==> src/shared/acrs_regs.svh <==
// register map constants of the converter configuration register set
`ifndef ACRS_REGS_SVH
`define ACRS_REGS_SVH

`define ACRS_ADDR_CONV_MODE   6'h01
`define ACRS_ADDR_IF_MODE     6'h02
`define ACRS_ADDR_FILT_CFG0   6'h28
`define ACRS_ADDR_OFFSET_CALIBRATION_SETUP_ZERO     6'h30
`define ACRS_ADDR_GAIN_CALIBRATION_SETUP_ZERO       6'h38

`define ACRS_RST_CONV_MODE    16'h2000
`define ACRS_RST_IF_MODE      16'h0000
`define ACRS_RST_FILT_CFG0    16'h0500
`define ACRS_RST_OFFSET_CALIBRATION_SETUP_ZERO      24'h800000
`define ACRS_GAIN_TOP_NIBBLE  4'h5
`define ACRS_GAIN_LOW_NIBBLE  4'h0

`define ACRS_MASK_CONV_MODE   16'hA77C
`define ACRS_MASK_IF_MODE     16'h19ED
`define ACRS_MASK_FILT_CFG0   16'h8F7F

`define ACRS_CMD_WEN_BIT      7
`define ACRS_CMD_READ_BIT     6
`define ACRS_LEN_8            5'h08
`define ACRS_LEN_16           5'h10
`define ACRS_LEN_24           5'h18
`define ACRS_ONES_LAST        7'h3F

`endif

==> src/shared/acrs_pkg.sv <==
// types of the converter configuration register set
package acrs_pkg;

	typedef enum logic [2:0] {
		ACRS_ST_CMD = 3'b001,
		ACRS_ST_WR  = 3'b010,
		ACRS_ST_RD  = 3'b100
	} acrs_fsm_t;

	typedef struct packed {
		acrs_fsm_t   fsm;
		logic        sclk_s1;
		logic        sclk_s2;
		logic        sclk_d;
		logic        cs_s1;
		logic        cs_s2;
		logic        din_s1;
		logic        din_s2;
		logic [4:0]  cnt;
		logic [4:0]  len;
		logic [5:0]  addr;
		logic [23:0] rx;
		logic [23:0] tx;
		logic        dout_oe;
		logic [6:0]  ones;
		logic [15:0] conv_mode;
		logic [15:0] if_mode;
		logic [15:0] filt_cfg;
		logic [23:0] offset_cal;
		logic [23:0] gain_cal;
	} acrs_state_t;

endpackage : acrs_pkg

==> src/logic/acrs_top.sv <==
// serial-port register set: mode, interface, filter and calibration registers
`timescale 1ns/1ps
`include "acrs_regs.svh"

module acrs_top #(
	parameter logic [15:0] GAIN_FACTORY_MID = 16'h0000 // arbitrary trim digits
) (
	// clock and reset
	input  wire logic        sys_clk_i,
	input  wire logic        sys_rst_i,
	// serial port pins
	input  wire logic        sclk_i,
	input  wire logic        cs_n_i,
	input  wire logic        din_i,
	output logic             dout_o,
	output logic             dout_oe_o,
	// configuration to the converter core
	output logic [15:0]      converter_mode_o,
	output logic [15:0]      serial_interface_mode_o,
	output logic [15:0]      filter_config_setup_zero_o,
	output logic [23:0]      offset_calibration_setup_zero_o,
	output logic [23:0]      gain_calibration_setup_zero_o
);

	localparam logic [23:0] GAIN_RESET =
		{`ACRS_GAIN_TOP_NIBBLE, GAIN_FACTORY_MID, `ACRS_GAIN_LOW_NIBBLE};

	acrs_pkg::acrs_state_t st;
	acrs_pkg::acrs_state_t next_st;

	function automatic acrs_pkg::acrs_state_t regs_default(
		input acrs_pkg::acrs_state_t s
	);
		acrs_pkg::acrs_state_t r;
		r = s;
		r.conv_mode  = `ACRS_RST_CONV_MODE;
		r.if_mode    = `ACRS_RST_IF_MODE;
		r.filt_cfg   = `ACRS_RST_FILT_CFG0;
		r.offset_cal = `ACRS_RST_OFFSET_CALIBRATION_SETUP_ZERO;
		r.gain_cal   = GAIN_RESET;
		return r;
	endfunction : regs_default

	localparam acrs_pkg::acrs_state_t RESET_ST = regs_default('{
		fsm:     acrs_pkg::ACRS_ST_CMD,
		sclk_s1: 1'b1,
		sclk_s2: 1'b1,
		sclk_d:  1'b1,
		cs_s1:   1'b1,
		cs_s2:   1'b1,
		default: '0
	});

	// data phase length in bits; unmapped addresses take one byte
	function automatic logic [4:0] reg_len(input logic [5:0] a);
		case (a)
			`ACRS_ADDR_CONV_MODE,
			`ACRS_ADDR_IF_MODE,
			`ACRS_ADDR_FILT_CFG0: reg_len = `ACRS_LEN_16;
			`ACRS_ADDR_OFFSET_CALIBRATION_SETUP_ZERO,
			`ACRS_ADDR_GAIN_CALIBRATION_SETUP_ZERO:     reg_len = `ACRS_LEN_24;
			default:              reg_len = `ACRS_LEN_8;
		endcase
	endfunction : reg_len

	// read data left aligned so the msb leaves first
	function automatic logic [23:0] rd_word(
		input acrs_pkg::acrs_state_t s,
		input logic [5:0]            a
	);
		case (a)
			`ACRS_ADDR_CONV_MODE: rd_word = {s.conv_mode, 8'h00};
			`ACRS_ADDR_IF_MODE:   rd_word = {s.if_mode, 8'h00};
			`ACRS_ADDR_FILT_CFG0: rd_word = {s.filt_cfg, 8'h00};
			`ACRS_ADDR_OFFSET_CALIBRATION_SETUP_ZERO:   rd_word = s.offset_cal;
			`ACRS_ADDR_GAIN_CALIBRATION_SETUP_ZERO:     rd_word = s.gain_cal;
			default:              rd_word = 24'h000000;
		endcase
	endfunction : rd_word

	logic       rise;
	logic [4:0] cnt_inc;
	logic [23:0] rx_new;

	always_comb
	begin
		next_st = st;
		// pins pass two flip-flops before any logic looks at them
		next_st.sclk_s1 = sclk_i;
		next_st.sclk_s2 = st.sclk_s1;
		next_st.sclk_d  = st.sclk_s2;
		next_st.cs_s1   = cs_n_i;
		next_st.cs_s2   = st.cs_s1;
		next_st.din_s1  = din_i;
		next_st.din_s2  = st.din_s1;
		next_st.dout_oe = ~st.cs_s2;
		// host samples on the rising edge; we act three clocks later, so
		// shifting the output here is already past the host's sample point
		rise    = st.sclk_s2 & ~st.sclk_d;
		cnt_inc = st.cnt + 5'h01;
		rx_new  = {st.rx[22:0], st.din_s2};
		if (st.cs_s2)
		begin
			// deselect aborts any transfer, registers keep their contents
			next_st.fsm = acrs_pkg::ACRS_ST_CMD;
			next_st.cnt = '0;
			next_st.ones = '0;
		end
		else if (rise)
		begin
			next_st.rx  = rx_new;
			next_st.cnt = cnt_inc;
			next_st.ones = st.din_s2 ? st.ones + 7'h01 : 7'h00;
			if (st.fsm == acrs_pkg::ACRS_ST_RD)
			begin
				next_st.tx = {st.tx[22:0], 1'b0};
			end
			case (st.fsm)
				acrs_pkg::ACRS_ST_CMD:
				begin
					if (cnt_inc == `ACRS_LEN_8)
					begin
						next_st.cnt  = '0;
						next_st.addr = rx_new[5:0];
						next_st.len  = reg_len(rx_new[5:0]);
						if (rx_new[`ACRS_CMD_WEN_BIT])
						begin
							next_st.fsm = acrs_pkg::ACRS_ST_CMD;
						end
						else if (rx_new[`ACRS_CMD_READ_BIT])
						begin
							next_st.fsm = acrs_pkg::ACRS_ST_RD;
							next_st.tx  = rd_word(st, rx_new[5:0]);
						end
						else
						begin
							next_st.fsm = acrs_pkg::ACRS_ST_WR;
						end
					end
				end
				acrs_pkg::ACRS_ST_WR:
				begin
					if (cnt_inc == st.len)
					begin
						next_st.fsm = acrs_pkg::ACRS_ST_CMD;
						next_st.cnt = '0;
						case (st.addr)
							`ACRS_ADDR_CONV_MODE:
								next_st.conv_mode = rx_new[15:0] & `ACRS_MASK_CONV_MODE;
							`ACRS_ADDR_IF_MODE:
								next_st.if_mode = rx_new[15:0] & `ACRS_MASK_IF_MODE;
							`ACRS_ADDR_FILT_CFG0:
								next_st.filt_cfg = rx_new[15:0] & `ACRS_MASK_FILT_CFG0;
							`ACRS_ADDR_OFFSET_CALIBRATION_SETUP_ZERO:
								next_st.offset_cal = rx_new;
							`ACRS_ADDR_GAIN_CALIBRATION_SETUP_ZERO:
								next_st.gain_cal = rx_new;
							default:
								next_st.fsm = acrs_pkg::ACRS_ST_CMD;
						endcase
					end
				end
				acrs_pkg::ACRS_ST_RD:
				begin
					if (cnt_inc == st.len)
					begin
						next_st.fsm = acrs_pkg::ACRS_ST_CMD;
						next_st.cnt = '0;
					end
				end
				default:
				begin
					next_st.fsm = acrs_pkg::ACRS_ST_CMD;
					next_st.cnt = '0;
				end
			endcase
			// 64 consecutive ones on din resets interface and registers alike
			if (st.din_s2 && st.ones == `ACRS_ONES_LAST)
			begin
				next_st      = regs_default(next_st);
				next_st.fsm  = acrs_pkg::ACRS_ST_CMD;
				next_st.cnt  = '0;
				next_st.ones = '0;
				next_st.tx   = '0;
			end
		end
	end

	always_ff @(posedge sys_clk_i)
	begin
		if (sys_rst_i)
		begin
			st <= RESET_ST;
		end
		else
		begin
			st <= next_st;
		end
	end

	assign dout_o                          = st.tx[23];
	assign dout_oe_o                       = st.dout_oe;
	assign converter_mode_o                = st.conv_mode;
	assign serial_interface_mode_o         = st.if_mode;
	assign filter_config_setup_zero_o      = st.filt_cfg;
	assign offset_calibration_setup_zero_o = st.offset_cal;
	assign gain_calibration_setup_zero_o   = st.gain_cal;

endmodule : acrs_top

==> config.mk <==
export PLATFORM = sky130hd
export DESIGN_NAME = acrs_top
export DESIGN_NICKNAME = d
export VERILOG_FILES = /design/src/shared/acrs_pkg.sv /design/src/logic/acrs_top.sv
export VERILOG_INCLUDE_DIRS = /design/src /design/src/shared
export SDC_FILE = /design/constraint.sdc
export NUM_CORES = 1
export LEC_CHECK = 0
export BUFFER_PORTS_ARGS = -buffer_cell sky130_fd_sc_hd__buf_4
export CORE_UTILIZATION = 35
export CTS_BUF_LIST = sky130_fd_sc_hd__clkbuf_4 sky130_fd_sc_hd__clkbuf_8
export DETAILED_ROUTE_END_ITERATION = 10
export HOLD_SLACK_MARGIN = 0.02
export SLEW_MARGIN = 20
export SYNTH_ARGS = -nofsm -noshare
export SYNTH_HDL_FRONTEND = slang
export SYNTH_SLANG_ARGS = --single-unit
export TNS_END_PERCENT = 30
==> constraint.sdc <==
create_clock -name sys_clk_i -period 2.8 [get_ports sys_clk_i]
set_input_delay 0.56 -clock sys_clk_i [delete_from_list [all_inputs] [get_ports sys_clk_i]]
set_output_delay 0.56 -clock sys_clk_i [all_outputs]
set_load 0.01 [all_outputs]
Yosys cells after proc, flatten, opt, wreduce, memory -nomap -nowiden

Index checks and enable logic that the tools add are counted.

Register bits: 178
Bits of input ports: 5
Output and inout port bits: 98
Word-level logic and storage cells: 90

Add/subtract/negate cells: 2
Equal/unequal tests: 18
Muxes and demuxes: 28
Bitwise logic cells: 3
Reduce and logical (&&, ||, !) cells: 19

Operators by type and width:

| cell                                           | count |
|---|---|
| two-way mux 96 bit                             | 2 |
| two-way mux 178 bit                            | 1 |
| two-way mux 175 bit                            | 1 |
| two-way mux 24 bit                             | 7 |
| one-hot mux 24 bit (5 select lines)            | 1 |
| two-way mux 16 bit                             | 4 |
| == test 6 bit (second input constant)          | 6 |
| AND reduction 5 bit                            | 5 |
| one-hot mux 5 bit (2 select lines)             | 2 |
| two-way mux 7 bit                              | 2 |
| nonzero test 2 bit                             | 7 |
| == test 6 x 1 -> 1 bit (second input constant) | 2 |
| == test 6 x 2 -> 1 bit (second input constant) | 2 |
| two-way mux 3 bit                              | 4 |
| two-way mux 11 bit                             | 1 |
| adder 7 x 1 -> 7 bit (second input constant)   | 1 |
| == test 7 x 6 -> 1 bit (second input constant) | 1 |
| one-hot mux 3 bit (2 select lines)             | 1 |
| OR reduction 2 bit                             | 3 |
| adder 5 x 1 -> 5 bit (second input constant)   | 1 |
| == test 5 x 4 -> 1 bit (second input constant) | 1 |
| == test 5 bit                                  | 1 |
| two-way mux 5 bit                              | 1 |
| == test 3 x 1 -> 1 bit (second input constant) | 1 |
| other kinds (11)                               | 12 |

Longest topological paths before layout

Word-level depth: 9
Depth in mapped cells: 9
Mapped depth without buffers: 7

Worst setup path after synthesis

Ideal clock, no wire load.

Path type: flip-flop to flip-flop
From: register st[96] (netlist name)
To: register st, in the netlist gain_calibration_setup_zero_o[5]
Library setup time: 0.117 ns
Arrival: 1.923 ns
Required time: 2.683 ns
Slack: 0.760 ns
Cell stages (with the launch flop): 9
Buffers on the path: 2
Period minus slack after synthesis: 2.040 ns
Cell sequence: dfxtp_1 ha_1 nand3_1 nor3_1 a31oi_1 and2_1 buf_2 buf_6 a22o_1

Word-level cells in the longest chain between the ends: 4
Elaborated cells on any way between the ends: 7
Those cells by class: eq/ne (1); mux (1); reduce/logical (5)

RTL lines:

| element                            | RTL line        | source |
|---|---|---|
| from (decl)                        | acrs_top.sv:28  | `acrs_pkg::acrs_state_t st;` |
| from (signal assigned)             | acrs_top.sv:197 | `st <= next_st;` |
| == test 7 x 6 -> 1 bit (no line) * | --              |  |
| logical AND 1 bit (no line) *      | --              |  |
| nonzero test 2 bit (no line)       | --              |  |
| AND reduction 5 bit (no line)      | --              |  |

Every way passes the cells marked *; elsewhere a longest branch is shown, timed or not.
A chain may end at the register's enable or synchronous reset.

Worst setup path after layout

From: register st[163] (netlist name)
To: register st, in the netlist gain_calibration_setup_zero_o[5]

Word-level cells in the longest chain between the ends: 4

RTL lines:

| element                       | RTL line        | source |
|---|---|---|
| adder 5 x 1 -> 5 bit          | acrs_top.sv:100 | `cnt_inc = st.cnt + 5'h01;` |
| == test 5 bit                 | acrs_top.sv:143 | `if (cnt_inc == st.len)` |
| nonzero test 2 bit (no line)  | --              |  |
| AND reduction 5 bit (no line) | --              |  |

Every way passes these cells.

==> impl_metrics.ini <==
[die]
std_cell_rows = 52
die_x_um = 147.8
die_h_um = 147.8
core_area_mm2 = 0.02056
start_util_pct = 36.17
pin_count = 103
dieArea_mm2 = 0.02184

[flow_run]
cap_violations = 0

[sta]
period_share_pct = 90.30
setup_viol = 0
hold_viol_final = 0
fin_tns_setup_ns = 0
hold-worst-slack_ns = 0.2748
slew_viol_final = 0
min_period_ns = 2.528
setup_slack_ns = 0.2717
tightestPinTransition_ns = 1.166
rsz0062_at_grt = false
fin_skew_ns = 0.01906
relSlewSlack_pct = 22.25
fmax_ghz = 0.3955

[logic_synthesis]
ys_warn_count = 0
netlist_instances = 812
syn_area_per_cell_um2 = 9.159
synth_edf_count = 0
synth-seq-cells = 157
yosysSeqAreaShare_pct = 42.26
synth_top_area_cell = dfxtp_1
synthArstFlopShare_pct = 0
synth_top_area_share_pct = 42.26
syn_area_mm2 = 0.007437
synthTopCellsByArea = dfxtp_1 (42%), buf_4 (9.8%), a22o_1 (6.0%)
ys_types = 62
ys_dominant_reg_cell = dfxtp_1

[setup_path]
r2r-start = st[163]$_SDFFE_PP0P_
cpMostUsedCell = and2_1
critPathSlowestCell = and2_1
crit_chain = ha_1 > nand3_1 > mux2i_1 > and2_1 > nand4_2 > and2_1 > a22o_1
arrival_ns = 2.90
end_kind = register
worstPathRequired_ns = 3.17
rr_endpoint = gain_calibration_setup_zero_o[5]$_SDFFE_PP0P_
cp_max_fo = 23
cp.buffers_inverters = 0
crit_cells = 7
slowest_delay_ns = 0.60
ff2ff_setup_slack_ns = 0.27
path_delay_family = simple AND/OR/NAND/NOR gates
worstRegToRegCells = 7
timing_worst_setup_path_type = register to register
start_kind = register

[global_route]
track_usage_pct = 18.77
antenna_found_initial = 0
grt_pass1_wl_um = 31280
grt-ovfl-total = 0
grt_max_degree = 39
grt_pass1_vias = 5345

[detailed_routing]
drt_wl_total_um = 20000
drc = 0
dr_wl_met2_um = 9595
wire_per_inst_um = 18.38
wl_met1_um = 8833
drt_iter0_markers = 527
antenna_left = 0
routed.top_layer = met4
route.met3.wl_um = 1229
dr.pass1.iters = 7
dr_total_vias = 5820
via_per_inst = 5.349

[cells_and_area]
fin_nets = 812
multi_input_area_mm2 = 0.003273
fin_cells = 1088
diodes = 0
layout-drive-gt1-share_pct = 22.74
area_growth_pct = 8.059
fin_area_mm2 = 0.008036
nFillCells = 2120
area.sequential_mm2 = 0.003143
final_core_util_pct = 39.09

[pwr]
power_leakage_nw = 2.958
p_seq_share_pct = 56.0
combPwrFrac_pct = 2.3
internal_power_mw = 2.940
swShare_pct = 26.51
ir_worst_vdd_v = 0.0002696
p_sw_mw = 1.061
p_total_mw = 4.001
powerDensity_mw_per_mm2 = 497.8
clockPowerShare_pct = 41.6

[placed_design]
placed_cells = 1056
place_ws_ns = 0.2974
port_buffers = 85
postPlaceCellArea_mm2 = 0.007639
gp_congestion = 0.8058
hpwlAfterDp_um = 13810

[clocking]
cts_buffers = 17
root_buffer = clkbuf_8
cts_resized = 0
postCtsSetupBuffers = 0
clock-sinks = 157
htree_levels = 4
clk_latency_ns = 0.48
cts_hold_buf = 0
cts_tree = built
clkSlewWorstSetupHoldPaths_ns = 0.09
clock_path_buffers = 2

[min_path]
whs_path_depth = 2
hp-class = input port to register
holdPathEnd = st[174]$_SDFF_PP1_
hp-start = sclk_i

[status]
status = finished, final reports clean
cells in the final DEF, fill, tap and decap left out, types with 8 or more instances in the layout:
cell type,instances
a21oi_1,46
a221oi_1,8
a222oi_1,14
a22o_1,51
buf_4,113
clkbuf_8,18
conb_1,17
dfxtp_1,157
inv_1,10
mux2i_1,36
nand2_1,96
nand3_1,41
nor2_1,45
nor3_1,12
o21ai_1,21
or2_2,8
synthesized netlist by cell type, drive strengths merged (4+ instances only):
| master | number |
|---|---|
| o21ai | 31 |
| xnor2 | 7 |
| or3 | 7 |
| a221oi | 8 |
| a32oi | 7 |
| a211oi | 5 |
| a21oi | 46 |
| buf | 132 |
| a222oi | 14 |
| nand3b | 4 |
| a22o | 51 |
| inv | 10 |
| a32o | 5 |
| mux2i | 37 |
| nor4 | 4 |
| clkbuf | 23 |
| a22oi | 7 |
| nand4 | 4 |
| and2 | 8 |
| nor2 | 46 |
| dfxtp | 157 |
| or2 | 8 |
| nand3 | 43 |
| nor3 | 18 |
| nand2 | 96 |
cell families after synthesis:
family / Yosys count / synth area share [%]
mux: 37 / 5.030
other cells: 1 / 0.05042
xor+xnor: 10 / 1.178
flops: 157 / 42.26
buf+inv: 165 / 14.86
compound gates: 188 / 18.71
fa+ha+maj: 2 / 0.3364
simple gates: 252 / 17.58
state kept, by name, indices dropped and copies added (netlist names):
signal                           cells
offset_calibration_setup_zero_o     24
converter_mode_o                    10
filter_config_setup_zero_o          12
gain_calibration_setup_zero_o       24
serial_interface_mode_o              9
st                                  52
dout_oe_o                            1
rx_new                              24
dout_o                               1
metal layers:
metal	vias to the layer above	GRT usage [%]
met5	-	0
met4	0	6.289
met2	187	30.14
met3	24	4.105
li1	2785	-
met1	2824	24.87
power by group through the flow:
stage	clock, mW	combinational (mW)	sequential [mW]
finish	1.67	0.0940	2.24
global placement	0	0.0921	2.29
global route	1.79	0.101	2.24
detailed placement	0	0.0923	2.29
floorplan	0	0.0880	2.29
CTS	1.70	0.0925	2.24
worst max-delay path by stage:
stage	start	endpoint	slack, ns
finish	st[163]$_SDFFE_PP0P_	gain_calibration_setup_zero_o[5]$_SDFFE_PP0P_	0.27
global route	st[163]$_SDFFE_PP0P_	gain_calibration_setup_zero_o[23]$_SDFFE_PP0P_	0.11
CTS	st[163]$_SDFFE_PP0P_	offset_calibration_setup_zero_o[8]$_SDFFE_PP0P_	0.27
detailed placement	st[163]$_SDFFE_PP0P_	offset_calibration_setup_zero_o[8]$_SDFFE_PP0P_	0.30
global placement	sys_rst_i	offset_calibration_setup_zero_o[17]$_SDFFE_PP0P_	0.36
floorplan	st[96]$_SDFFE_PP0P_	gain_calibration_setup_zero_o[5]$_SDFFE_PP0P_	0.76
layout make-up:
class,instances,area share [%]
inverters,10,0.4671
multi-input cells,506,40.73
well taps,270,4.204
clock buffers,18,3.083
repair buffers,113,10.56
clock inverters,14,1.853
flip-flops and latches,157,39.11
No activity file was read; power rests on OpenSTA's default activity.
